### src/hw/kcir_pkg.sv
// Constants, field positions and carrier types for the keypad configuration
// and interrupt register bank.
// Assumes a single 100 MHz clock shared by every user of this package.

package kcir_pkg;

    // ==========================================================
    // Register map
    localparam logic [7:0] REG_WRAP      = 8'h00;  // Pointer value after wrap
    localparam logic [7:0] REG_CFG       = 8'h01;  // keypad_configuration
    localparam logic [7:0] REG_FLAGS     = 8'h02;  // interrupt_flags
    localparam logic [7:0] REG_LOCK      = 8'h03;  // lock_and_event_count
    localparam logic [7:0] REG_FIFO_HEAD = 8'h04;  // Oldest stored event
    localparam logic [7:0] REG_LAST      = 8'h2e;  // pullup_disable_bank3
    localparam logic [7:0] REG_RSVD_HI   = 8'h2f;  // Reserved, never acknowledged

    // ==========================================================
    // Configuration field positions
    localparam int unsigned CFG_AUTO_INCREMENT  = 7;  // auto_increment
    localparam int unsigned CFG_INPUT_LOCK_TRK  = 6;  // input_event_lock_tracking
    localparam int unsigned CFG_OVERRUN_SHIFT   = 5;  // fifo_overrun_shift_mode
    localparam int unsigned CFG_RELEASE_ON_CLR  = 4;  // Release line on blocked clear
    localparam int unsigned CFG_OVERRUN_IEN     = 3;  // fifo_overrun_irq_enable
    localparam int unsigned CFG_LOCK_SEQ_IEN    = 2;  // lock_seq_irq_enable
    localparam int unsigned CFG_INPUT_CHG_IEN   = 1;  // input_change_irq_enable
    localparam int unsigned CFG_KEY_EVENT_IEN   = 0;  // key_event_irq_enable

    // ==========================================================
    // Flag field positions (bits 3 to 0 at the same positions as their enables)
    localparam int unsigned FLG_THREE_KEY_COMBO = 4;  // three_key_combo_flag
    localparam int unsigned FLG_FIFO_OVERRUN    = 3;  // fifo_overrun_flag
    localparam int unsigned FLG_LOCK_SEQ        = 2;  // lock_seq_flag
    localparam int unsigned FLG_INPUT_CHANGE    = 1;  // input_change_flag
    localparam int unsigned FLG_KEY_EVENT       = 0;  // key event flag

    // ==========================================================
    // Lock register field positions
    localparam int unsigned LCK_ENGAGE    = 6;  // lock_engage
    localparam int unsigned LCK_STAGE_TWO = 5;  // lock_stage_two
    localparam int unsigned LCK_STAGE_ONE = 4;  // lock_stage_one

    // ==========================================================
    // Reset values
    localparam logic [7:0] CFG_RST    = 8'h00;
    localparam logic [4:0] FLAGS_RST  = 5'h00;
    localparam logic [3:0] COUNT_RST  = 4'h0;

    // ==========================================================
    // Sizes and timing
    localparam int unsigned FIFO_DEPTH     = 10;   // Stored events
    localparam int unsigned CLOCK_MHZ      = 100;  // Clock rate
    localparam int unsigned RELEASE_US     = 50;   // Line release after blocked clear
    localparam int unsigned RELEASE_CYCLES = RELEASE_US * CLOCK_MHZ;

    // ==========================================================
    // Carrier types
    typedef struct packed {
        logic       valid;  // One-cycle event strobe
        logic [7:0] code;   // Event code stored in the FIFO
    } kcir_event_s;

    typedef enum logic [1:0] {
        PH_COMMAND,  // Next written byte is the command byte
        PH_DATA,     // Command accepted, bytes move data
        PH_REJECT    // Command refused, bytes ignored until next transfer
    } kcir_phase_e;

endpackage : kcir_pkg

### src/hw/kcir_regs.sv
// Configuration, interrupt flag and lock/event count register bank of a
// keypad scan controller, with the key event FIFO it reports on.
// Assumes a byte-level front end that has already framed the serial bus:
// start strobe, written bytes, read requests, acknowledge answer.

// ==========================================================
// Function
// - Bit 7 picks fixed or advancing pointer
// - Advancing pointer wraps after last register
// - Command naming reserved registers is refused
// - Bit 6 drops input events while locked
// - Bit 5 drops new or pushes oldest
// - Bit 4 releases line briefly on blocked clear
// - Bit 3 gates overrun onto interrupt line
// - Bit 2 gates lock flag onto line
// - Bit 1 gates input change onto line
// - Bit 0 gates key events onto line
// - Line low when enabled flag is set
// - Combo flag drives its own pin only
// - Five flags, each cleared by writing one
// - Key and input flag clears refused while their cause persists
// - Lock flag set when lock sequence starts
// - Bit 6 written locks or unlocks keypad
// - Both stage bits follow lock state
// - Count of stored events, zero to ten
// - Head read pops event and decrements count
// - Input flag clears only when pins clear
module kcir_regs #(
    parameter int unsigned FIFO_DEPTH     = kcir_pkg::FIFO_DEPTH,
    parameter int unsigned RELEASE_CYCLES = kcir_pkg::RELEASE_CYCLES
) (
    // Clock and reset
    input  wire logic                  clock,
    input  wire logic                  rst,
    // Byte port from the serial front end
    input  wire logic                  xfer_start,
    input  wire logic                  wr_valid,
    input  wire logic [7:0]            wr_byte,
    input  wire logic                  rd_req,
    output logic                       ack_valid,
    output logic                       ack_ok,
    output logic                       rd_valid,
    output logic [7:0]                 rd_data,
    // Events from the scan and lock logic
    input  wire kcir_pkg::kcir_event_s key_ev,
    input  wire kcir_pkg::kcir_event_s gpi_ev,
    input  wire logic                  combo_hit,
    input  wire logic                  lock_seq_start,
    input  wire logic                  unlock_done,
    input  wire logic                  gpi_pending,
    // Outputs to pins and lock logic
    output logic                       irq_n,
    output logic                       combo_irq_n,
    output logic                       keypad_locked
);

    localparam int HW = $clog2(RELEASE_CYCLES + 1);

    // Refuse sizes the 4-bit count, the countdown or its 8-cycle check cannot serve
    if (FIFO_DEPTH < 1 || FIFO_DEPTH > 15 || RELEASE_CYCLES < 8) begin : g_bad_param
        $error("kcir_regs: unsupported FIFO_DEPTH or RELEASE_CYCLES");
    end

    // ==========================================================
    // State
    kcir_pkg::kcir_phase_e phase_reg;               // Transfer phase
    logic [7:0]            ptr_reg;                 // Register pointer
    logic [7:0]            cfg_reg;                 // keypad_configuration
    logic [4:0]            flags_reg;               // interrupt_flags
    logic                  engage_reg;              // lock_engage
    logic [3:0]            count_reg;               // event_count
    logic [3:0]            count_next;              // Count after this cycle
    logic [7:0]            fifo_reg  [FIFO_DEPTH];  // Stored events, head at 0
    logic [7:0]            fifo_next [FIFO_DEPTH];  // FIFO after this cycle
    logic [HW-1:0]         hold_reg;                // Line release countdown

    // ==========================================================
    // Decode
    logic       cmd_wr;         // Command byte this cycle
    logic       data_wr;        // Data byte write this cycle
    logic       data_rd;        // Data byte read this cycle
    logic       cmd_ok;         // Command names a served register
    logic [7:0] ptr_adv;        // Pointer after a data byte
    logic       pop;            // Head read removes an event
    logic       push_valid;     // Event enters the FIFO
    logic [7:0] push_code;      // Code of that event
    logic       gpi_take;       // Input event tracked
    logic       overrun;        // Event met a full FIFO
    logic [4:0] flag_set;       // Hardware set requests
    logic [4:0] flag_clr;       // Host clear requests that are allowed
    logic [4:0] flag_busy;      // Causes still present
    logic       start_hold;     // Blocked clear with release mode on
    logic [HW-1:0] hold_next;   // Countdown after this cycle
    logic [7:0] rd_mux;         // Register read value

    assign cmd_wr  = wr_valid && !xfer_start && phase_reg == kcir_pkg::PH_COMMAND;
    assign data_wr = wr_valid && !xfer_start && phase_reg == kcir_pkg::PH_DATA;
    assign data_rd = rd_req && !xfer_start && phase_reg == kcir_pkg::PH_DATA;
    assign cmd_ok  = wr_byte != kcir_pkg::REG_WRAP && wr_byte < kcir_pkg::REG_RSVD_HI;

    // Fixed pointer, or advance with wrap after the last register
    always_comb begin
        if (!cfg_reg[kcir_pkg::CFG_AUTO_INCREMENT]) begin
            ptr_adv = ptr_reg;
        end else if (ptr_reg == kcir_pkg::REG_LAST) begin
            ptr_adv = kcir_pkg::REG_WRAP;
        end else begin
            ptr_adv = ptr_reg + 8'h01;
        end
    end

    // ==========================================================
    // Transfer phase and pointer
    always_ff @(posedge clock) begin
        if (rst) begin
            phase_reg <= kcir_pkg::PH_COMMAND;
            ptr_reg   <= kcir_pkg::REG_WRAP;
        end else if (xfer_start) begin
            phase_reg <= kcir_pkg::PH_COMMAND;  // New transfer expects a command
        end else if (cmd_wr) begin
            phase_reg <= cmd_ok ? kcir_pkg::PH_DATA : kcir_pkg::PH_REJECT;
            if (cmd_ok) begin
                ptr_reg <= wr_byte;
            end
        end else if (data_wr || data_rd) begin
            ptr_reg <= ptr_adv;
        end
    end

    // Acknowledge answer, one cycle after each written byte
    always_ff @(posedge clock) begin
        if (rst) begin
            ack_valid <= 1'b0;
            ack_ok    <= 1'b0;
        end else begin
            ack_valid <= wr_valid && !xfer_start;
            case (phase_reg)
                kcir_pkg::PH_COMMAND: ack_ok <= wr_valid && !xfer_start && cmd_ok;
                kcir_pkg::PH_DATA:    ack_ok <= wr_valid && !xfer_start;
                default:              ack_ok <= 1'b0;  // Refused transfer
            endcase
        end
    end

    // ==========================================================
    // Configuration and lock registers
    always_ff @(posedge clock) begin
        if (rst) begin
            cfg_reg <= kcir_pkg::CFG_RST;
        end else if (data_wr && ptr_reg == kcir_pkg::REG_CFG) begin
            cfg_reg <= wr_byte;
        end
    end

    // Host write wins over an unlock in the same cycle
    always_ff @(posedge clock) begin
        if (rst) begin
            engage_reg <= 1'b0;
        end else if (data_wr && ptr_reg == kcir_pkg::REG_LOCK) begin
            engage_reg <= wr_byte[kcir_pkg::LCK_ENGAGE];
        end else if (unlock_done) begin
            engage_reg <= 1'b0;
        end
    end

    // ==========================================================
    // Event FIFO
    assign gpi_take   = gpi_ev.valid &&
                        !(engage_reg && cfg_reg[kcir_pkg::CFG_INPUT_LOCK_TRK]);
    assign push_valid = key_ev.valid || gpi_take;
    assign push_code  = key_ev.valid ? key_ev.code : gpi_ev.code;
    assign pop        = data_rd && ptr_reg == kcir_pkg::REG_FIFO_HEAD && count_reg != 4'h0;

    // Pop shifts toward the head, push lands behind the last event
    always_comb begin
        fifo_next  = fifo_reg;
        count_next = count_reg;
        overrun    = 1'b0;
        if (pop) begin
            for (int i = 0; i < FIFO_DEPTH - 1; i++) begin
                fifo_next[i] = fifo_reg[i + 1];
            end
            fifo_next[FIFO_DEPTH - 1] = 8'h00;
            count_next = count_reg - 4'h1;
        end
        if (push_valid) begin
            if (count_next < 4'(FIFO_DEPTH)) begin
                fifo_next[count_next] = push_code;
                count_next = count_next + 4'h1;
            end else begin
                overrun = 1'b1;
                if (cfg_reg[kcir_pkg::CFG_OVERRUN_SHIFT]) begin
                    for (int i = 0; i < FIFO_DEPTH - 1; i++) begin
                        fifo_next[i] = fifo_next[i + 1];
                    end
                    fifo_next[FIFO_DEPTH - 1] = push_code;
                end
            end
        end
    end

    // FIFO storage and count
    always_ff @(posedge clock) begin
        if (rst) begin
            count_reg <= kcir_pkg::COUNT_RST;
            for (int i = 0; i < FIFO_DEPTH; i++) begin
                fifo_reg[i] <= 8'h00;
            end
        end else begin
            count_reg <= count_next;
            fifo_reg  <= fifo_next;
        end
    end

    // ==========================================================
    // Interrupt flags: set wins over a clear in the same cycle
    assign flag_set  = {combo_hit, overrun, lock_seq_start, gpi_take, key_ev.valid};
    assign flag_busy = {3'b000, gpi_pending, count_reg != 4'h0};
    assign flag_clr  = (data_wr && ptr_reg == kcir_pkg::REG_FLAGS) ?
                       (wr_byte[4:0] & ~flag_busy) : 5'h00;

    always_ff @(posedge clock) begin
        if (rst) begin
            flags_reg <= kcir_pkg::FLAGS_RST;
        end else begin
            flags_reg <= (flags_reg & ~flag_clr) | flag_set;
        end
    end

    // Blocked clear of an enabled, still-pending flag starts a release
    assign start_hold = data_wr && ptr_reg == kcir_pkg::REG_FLAGS &&
                        cfg_reg[kcir_pkg::CFG_RELEASE_ON_CLR] &&
                        |(wr_byte[3:0] & flags_reg[3:0] & cfg_reg[3:0] & flag_busy[3:0]);

    always_comb begin
        if (start_hold) begin
            hold_next = HW'(RELEASE_CYCLES);
        end else if (hold_reg != '0) begin
            hold_next = hold_reg - HW'(1);
        end else begin
            hold_next = '0;
        end
    end

    always_ff @(posedge clock) begin
        if (rst) begin
            hold_reg <= '0;
        end else begin
            hold_reg <= hold_next;
        end
    end

    // ==========================================================
    // Pin outputs, each straight from a flip-flop
    always_ff @(posedge clock) begin
        if (rst) begin
            irq_n         <= 1'b1;
            combo_irq_n   <= 1'b1;
            keypad_locked <= 1'b0;
        end else begin
            // Enables share the flag positions, bits 3 to 0
            irq_n         <= !((flags_reg[3] && cfg_reg[3] ||
                                flags_reg[2] && cfg_reg[2] ||
                                flags_reg[1] && cfg_reg[1] ||
                                flags_reg[0] && cfg_reg[0]) &&
                               hold_next == '0);
            combo_irq_n   <= !flags_reg[kcir_pkg::FLG_THREE_KEY_COMBO];
            keypad_locked <= engage_reg;
        end
    end

    // ==========================================================
    // Read path
    always_comb begin
        rd_mux = 8'h00;
        if (ptr_reg == kcir_pkg::REG_CFG) begin
            rd_mux = cfg_reg;
        end else if (ptr_reg == kcir_pkg::REG_FLAGS) begin
            rd_mux = {3'b000, flags_reg};
        end else if (ptr_reg == kcir_pkg::REG_LOCK) begin
            rd_mux = {1'b0, engage_reg, engage_reg, engage_reg, count_reg};
        end else if (ptr_reg >= kcir_pkg::REG_FIFO_HEAD &&
                     ptr_reg < kcir_pkg::REG_FIFO_HEAD + 8'(FIFO_DEPTH)) begin
            rd_mux = fifo_reg[4'(ptr_reg - kcir_pkg::REG_FIFO_HEAD)];
        end
    end

    always_ff @(posedge clock) begin
        if (rst) begin
            rd_valid <= 1'b0;
            rd_data  <= 8'h00;
        end else begin
            rd_valid <= rd_req && !xfer_start;
            rd_data  <= data_rd ? rd_mux : 8'h00;
        end
    end

    // ==========================================================
    // Assertions
    property p_cmd_reserved;
        @(posedge clock) disable iff (rst)
        cmd_wr && (wr_byte == kcir_pkg::REG_WRAP || wr_byte == kcir_pkg::REG_RSVD_HI)
        |=> ack_valid && !ack_ok ##1 (phase_reg == kcir_pkg::PH_REJECT || xfer_start);
    endproperty
    a_cmd_reserved: assert property (p_cmd_reserved) else $error("reserved command acked");

    property p_wrap;
        @(posedge clock) disable iff (rst)
        data_wr && cfg_reg[kcir_pkg::CFG_AUTO_INCREMENT] && ptr_reg == kcir_pkg::REG_LAST
        |=> ptr_reg == kcir_pkg::REG_WRAP;
    endproperty
    a_wrap: assert property (p_wrap) else $error("pointer did not wrap");

    property p_fixed_ptr;
        @(posedge clock) disable iff (rst)
        (data_wr || data_rd) && !cfg_reg[kcir_pkg::CFG_AUTO_INCREMENT] |=> $stable(ptr_reg);
    endproperty
    a_fixed_ptr: assert property (p_fixed_ptr) else $error("pointer moved with increment off");

    property p_pop;
        @(posedge clock) disable iff (rst)
        pop && !push_valid |=> count_reg == $past(count_reg) - 4'h1 && rd_valid;
    endproperty
    a_pop: assert property (p_pop) else $error("head read did not decrement count");

    property p_count_max;
        @(posedge clock) disable iff (rst)
        count_reg <= 4'(FIFO_DEPTH);
    endproperty
    a_count_max: assert property (p_count_max) else $error("event count above depth");

    property p_overrun;
        @(posedge clock) disable iff (rst)
        count_reg == 4'(FIFO_DEPTH) && key_ev.valid && !pop
        |=> flags_reg[kcir_pkg::FLG_FIFO_OVERRUN] && count_reg == 4'(FIFO_DEPTH);
    endproperty
    a_overrun: assert property (p_overrun) else $error("overrun not flagged");

    property p_irq_low;
        @(posedge clock) disable iff (rst)
        |(flags_reg[3:0] & cfg_reg[3:0]) && hold_reg == '0 &&
        !cfg_reg[kcir_pkg::CFG_RELEASE_ON_CLR] |=> !irq_n;
    endproperty
    a_irq_low: assert property (p_irq_low) else $error("interrupt line not asserted");

    property p_release;
        @(posedge clock) disable iff (rst)
        start_hold |=> irq_n [*8];
    endproperty
    a_release: assert property (p_release) else $error("line not released");

    property p_key_keep;
        @(posedge clock) disable iff (rst)
        data_wr && ptr_reg == kcir_pkg::REG_FLAGS && wr_byte[0] && count_reg != 4'h0 &&
        flags_reg[kcir_pkg::FLG_KEY_EVENT] |=> flags_reg[kcir_pkg::FLG_KEY_EVENT];
    endproperty
    a_key_keep: assert property (p_key_keep) else $error("key flag cleared with events");

    property p_engage;
        @(posedge clock) disable iff (rst)
        data_wr && ptr_reg == kcir_pkg::REG_LOCK
        |=> ##1 keypad_locked == $past(wr_byte[kcir_pkg::LCK_ENGAGE], 2);
    endproperty
    a_engage: assert property (p_engage) else $error("lock control not applied");

endmodule : kcir_regs

### config.mk
export PLATFORM = sky130hd
export DESIGN_NAME = kcir_regs
export DESIGN_NICKNAME = d
export VERILOG_FILES = /design/src/hw/kcir_pkg.sv /design/src/hw/kcir_regs.sv
export SDC_FILE = /design/constraint.sdc
export NUM_CORES = 1
export LEC_CHECK = 0
export ABC_AREA = 0
export BUFFER_PORTS_ARGS = -buffer_cell sky130_fd_sc_hd__buf_4
export CAP_MARGIN = 20
export CORE_ASPECT_RATIO = 1.2
export CORE_MARGIN = 2
export CORE_UTILIZATION = 55
export DETAILED_ROUTE_END_ITERATION = 10
export GPL_TIMING_DRIVEN = 0
export PLACE_DENSITY = 0.73
export RECOVER_POWER = 50
export SLEW_MARGIN = 20
export SYNTH_ARGS = -nofsm -noshare
export SYNTH_HDL_FRONTEND = slang
export SYNTH_SLANG_ARGS = --single-unit
export TNS_END_PERCENT = 5
### constraint.sdc
create_clock -name clock -period 10.3 [get_ports clock]
set_input_delay 0 -clock clock [delete_from_list [all_inputs] [get_ports clock]]
set_output_delay 0 -clock clock [all_outputs]
set_load 0.02 [all_outputs]
==> impl_summary.md <==
Floorplan
The core region is 16210 sq um. The die covers 17620 sq um. The cell row count is 51.

The die boundary width is 121.5 um. The height of the die is 145.0 um. Once the floorplan was initialized, standard cells occupied between 50% and 60% of the core. The number of I/O pins is around 50.

Drt
The pre-antenna-repair detailed-routing pass consisted of 8 iterations. The number of nets with antenna violations after detailed routing is 0. The total routed wirelength is between 30000 and 40000 um. Dividing the detail-routed via count by the number of cells gives 6.443.

The routed wire length per instance is 21.02 um. After detailed routing, the number of remaining DRC violations is 0. The detailed-route via count is 9214.

The first routing iteration left between 800 and 900 violations.

Logic synthesis
The share of synthesized area in the top cell type comes to 29.65%. The largest total area in the synthesized netlist belongs to dfxtp_1. The share of synthesized area occupied by flip-flops and latches is between 20 and 30%. The library cell with the highest instance count after synthesis is nand2_1.

Counting flops with an async set or reset pin after synthesis yields a share of 0%. Ranked by total cell area, the synthesized netlist is headed by dfxtp_1 30%, mux2i_1 17%, nand2_1 6.9%. The gate count of the mapped netlist is roughly 1100. Synthesis produced a netlist with a net count of between 1000 and 1500.

After synthesis the cells add up to 9114 sq um. The flip-flop and latch count after synthesis is 135. By count the netlist is led by 168 x nand2_1, 153 x mux2i_1, 135 x dfxtp_1. The average instance in the mapped netlist occupies 8.203 sq um. In this run, synthesis inferred 0 flip-flops with an integrated enable. The unique cell type count in the Yosys netlist is 63. During synthesis, Yosys emitted a total of 0 warnings.

Among all flip-flop cells after synthesis, the most frequent one is dfxtp_1.

Clocking
The root buffer cell is clkbuf_16. The clock latency of the later-clocked register in the worst-skew pair is 0.43 ns. The clock buffer count from CTS is 17.

The post-CTS setup-driven buffer insertion count is 0. CTS built an H-tree with a depth of 4. The count of clock tree sinks is around 140. After clock tree synthesis, the clock-pin slew on the worst setup and hold paths is 0.06 ns. TritonCTS built the clock tree. The clock passes through at most 2 buffers.

STA
The worst pin sits at a relative slew slack of between 20% and 30%. Timing would allow up to 0.1788 GHz. The worst-margin pin slew is around 1.1 ns. The number of endpoints with negative hold slack in the final report is 0. The clock skew after layout is between 0.008 and 0.009 ns. Of the available clock period, the critical path in the final layout requires 54.31%. Setup repair after global routing left no endpoint under its margin. The total of endpoints with negative setup slack in the final report is 0. In the final timing run, aggregate negative setup slack is 0 ns. The shortest clock period the worst path allows after layout is between 5 and 6 ns. The count of pins over their slew limit is 0.

Global routing
Global routing used 34.21% of the available tracks. The number of global-route vias before repair is 8737. The pin count of the biggest net entering global routing is 17. The global-route wire length before repair is 47090 um.

The total congestion overflow is 0. The initial antenna violation count is 0.

Cells and area
The net count reported at finish is 1255. Fill cells in the final layout number around 1400. The finished layout holds 1430 standard cells, fillers aside.

The finished layout cell area is about 11000 sq um. The repair_antennas step left the layout with diodes totalling 0. The register with the most flip-flops in the layout has 80 of them. The post-route netlist has 10.84% of its cells at a drive strength greater than 1. The signed area change from the synthesized netlist to the final layout is 15.29%. At the end of the flow the core is filled with cells to 64.83%.

Worst setup path
The critical path data required time is 10.64 ns. The critical path is of the register to register type. The worst setup path is launched from a register.

Of all nets on the critical path, the largest fanout is 10. The arrival time reported for the critical path endpoint is 5.93 ns. The type of element capturing the critical path is a register.

Outcome
The run finished with clean final reports.

Place
Including well taps, the total number of placed cells is 1370. The final weighted congestion in routability-driven placement is 0.9449. The detailed placer's ending HPWL is about 22000 um. The placed instances occupy a cell area of 9732 sq um. Buffers placed on the I/O ports in this run total 47.

Power and ir drop
The power density normalized to cell area is between 100 and 150 nW/um^2. IR analysis of the VDD net gives a maximum drop of between 100 and 150 uV. For this design the static power due to leakage is 3.649 nW. Total power for the finished layout comes to 0.001540 W.

Job
The max capacitance violation total is 0.

Hold path
The class of the tightest hold or removal check is input port to register.
[report_power, final]
group          leakage [nW]  total, W  internal [W]  switching (W)
sequential             1.10  0.000610      0.000569      0.0000414
clock                 0.269  0.000593      0.000339       0.000253
combinational          2.28  0.000337      0.000140       0.000197
total                  3.65   0.00154       0.00105       0.000492
[area by class of cell]
type                    count  area, sq um  share of cell area, %
inverters                  11        41.29                 0.3929
clock inverters            14        123.9                  1.179
well taps                 212        265.3                  2.524
clock buffers              18        439.2                  4.180
flip-flops and latches    135         2703                  25.72
multi-input cells         888         6046                  57.54
plain buffers              77        315.3                  3.001
repair buffers             75        574.3                  5.466
[kinds of logic after synthesis]
group                      after synthesis  share of synthesized area, %
AOI/OAI and AO/OA                      279                         20.40
xor gates and xnor gates                11                         1.057
adders and majority gates               15                         2.059
buffers and inverters                   88                         3.940
DFF                                    135                         29.65
muxes                                  193                         23.72
and+or+nand+nor                        390                         19.17
[routing by layer]
metal	track usage (%)	wire (um)	share of wire, %
met1	42.04	12010	40
met2	56.07	14270	47
met3	6.486	2095	7.0
met4	18.45	1686	5.6
met5	0	0	0
[final timing paths]
path           startpoint      endpoint  slack, ns  cells past startpoint
min reg2reg  flags_reg[4]   combo_irq_n       0.42                      1
max reg2reg    ptr_reg[0]  fifo_reg[63]       4.71                     15
min             gpi_ev[4]  fifo_reg[12]       0.02                      3
max            ptr_reg[0]  fifo_reg[63]       4.71                     15
[through the flow]
stage | hold slack (ns) | setup slack [ns]
2_1_floorplan | 0.07931 | 6.327
3_3_place_gp | 0.2069 | 5.316
3_5_place_dp | 0.2150 | 5.297
4_1_cts | 0.01064 | 5.252
5_1_grt | 0.03350 | 4.226
6_report | 0.02012 | 4.706
[repair_timing]
| action | CTS | global route |
|---|---|---|
| hold buffers | 27 | 0 |
| gates resized for setup | 0 | 0 |
| endpoints found under the hold margin | 26 | 0 |
[critical path, cell delays in order (launching register included)]
cell	delay, ns
dfxtp_1	0.37
clkbuf_1	0.51
clkbuf_1	0.67
clkbuf_1	0.66
inv_1	0.22
ha_1	0.29
nand3_1	0.16
nor4_1	0.12
clkbuf_1	0.37
xnor2_1	0.50
inv_1	0.13
ha_1	0.28
o21ai_0	0.42
clkbuf_1	0.45
nor2_1	0.09
o31ai_1	0.25
[cell usage in the layout (no fill, tap or decap), types with 16 or more instances in the layout]
cell and count:
o221ai_1 39, o31ai_1 24, dfxtp_1 135, mux4_2 16, nand3_1 24, dlygate4sd3_1 27
clkbuf_16 17, a21oi_1 58, nor2_1 105, o211ai_1 18, a22oi_1 16, mux2_2 24
o21ai_0 79, mux2i_1 153, clkbuf_1 73, nand2_1 168, buf_4 35, and2_1 27
Note: power is estimated with default switching activity, not from simulation.
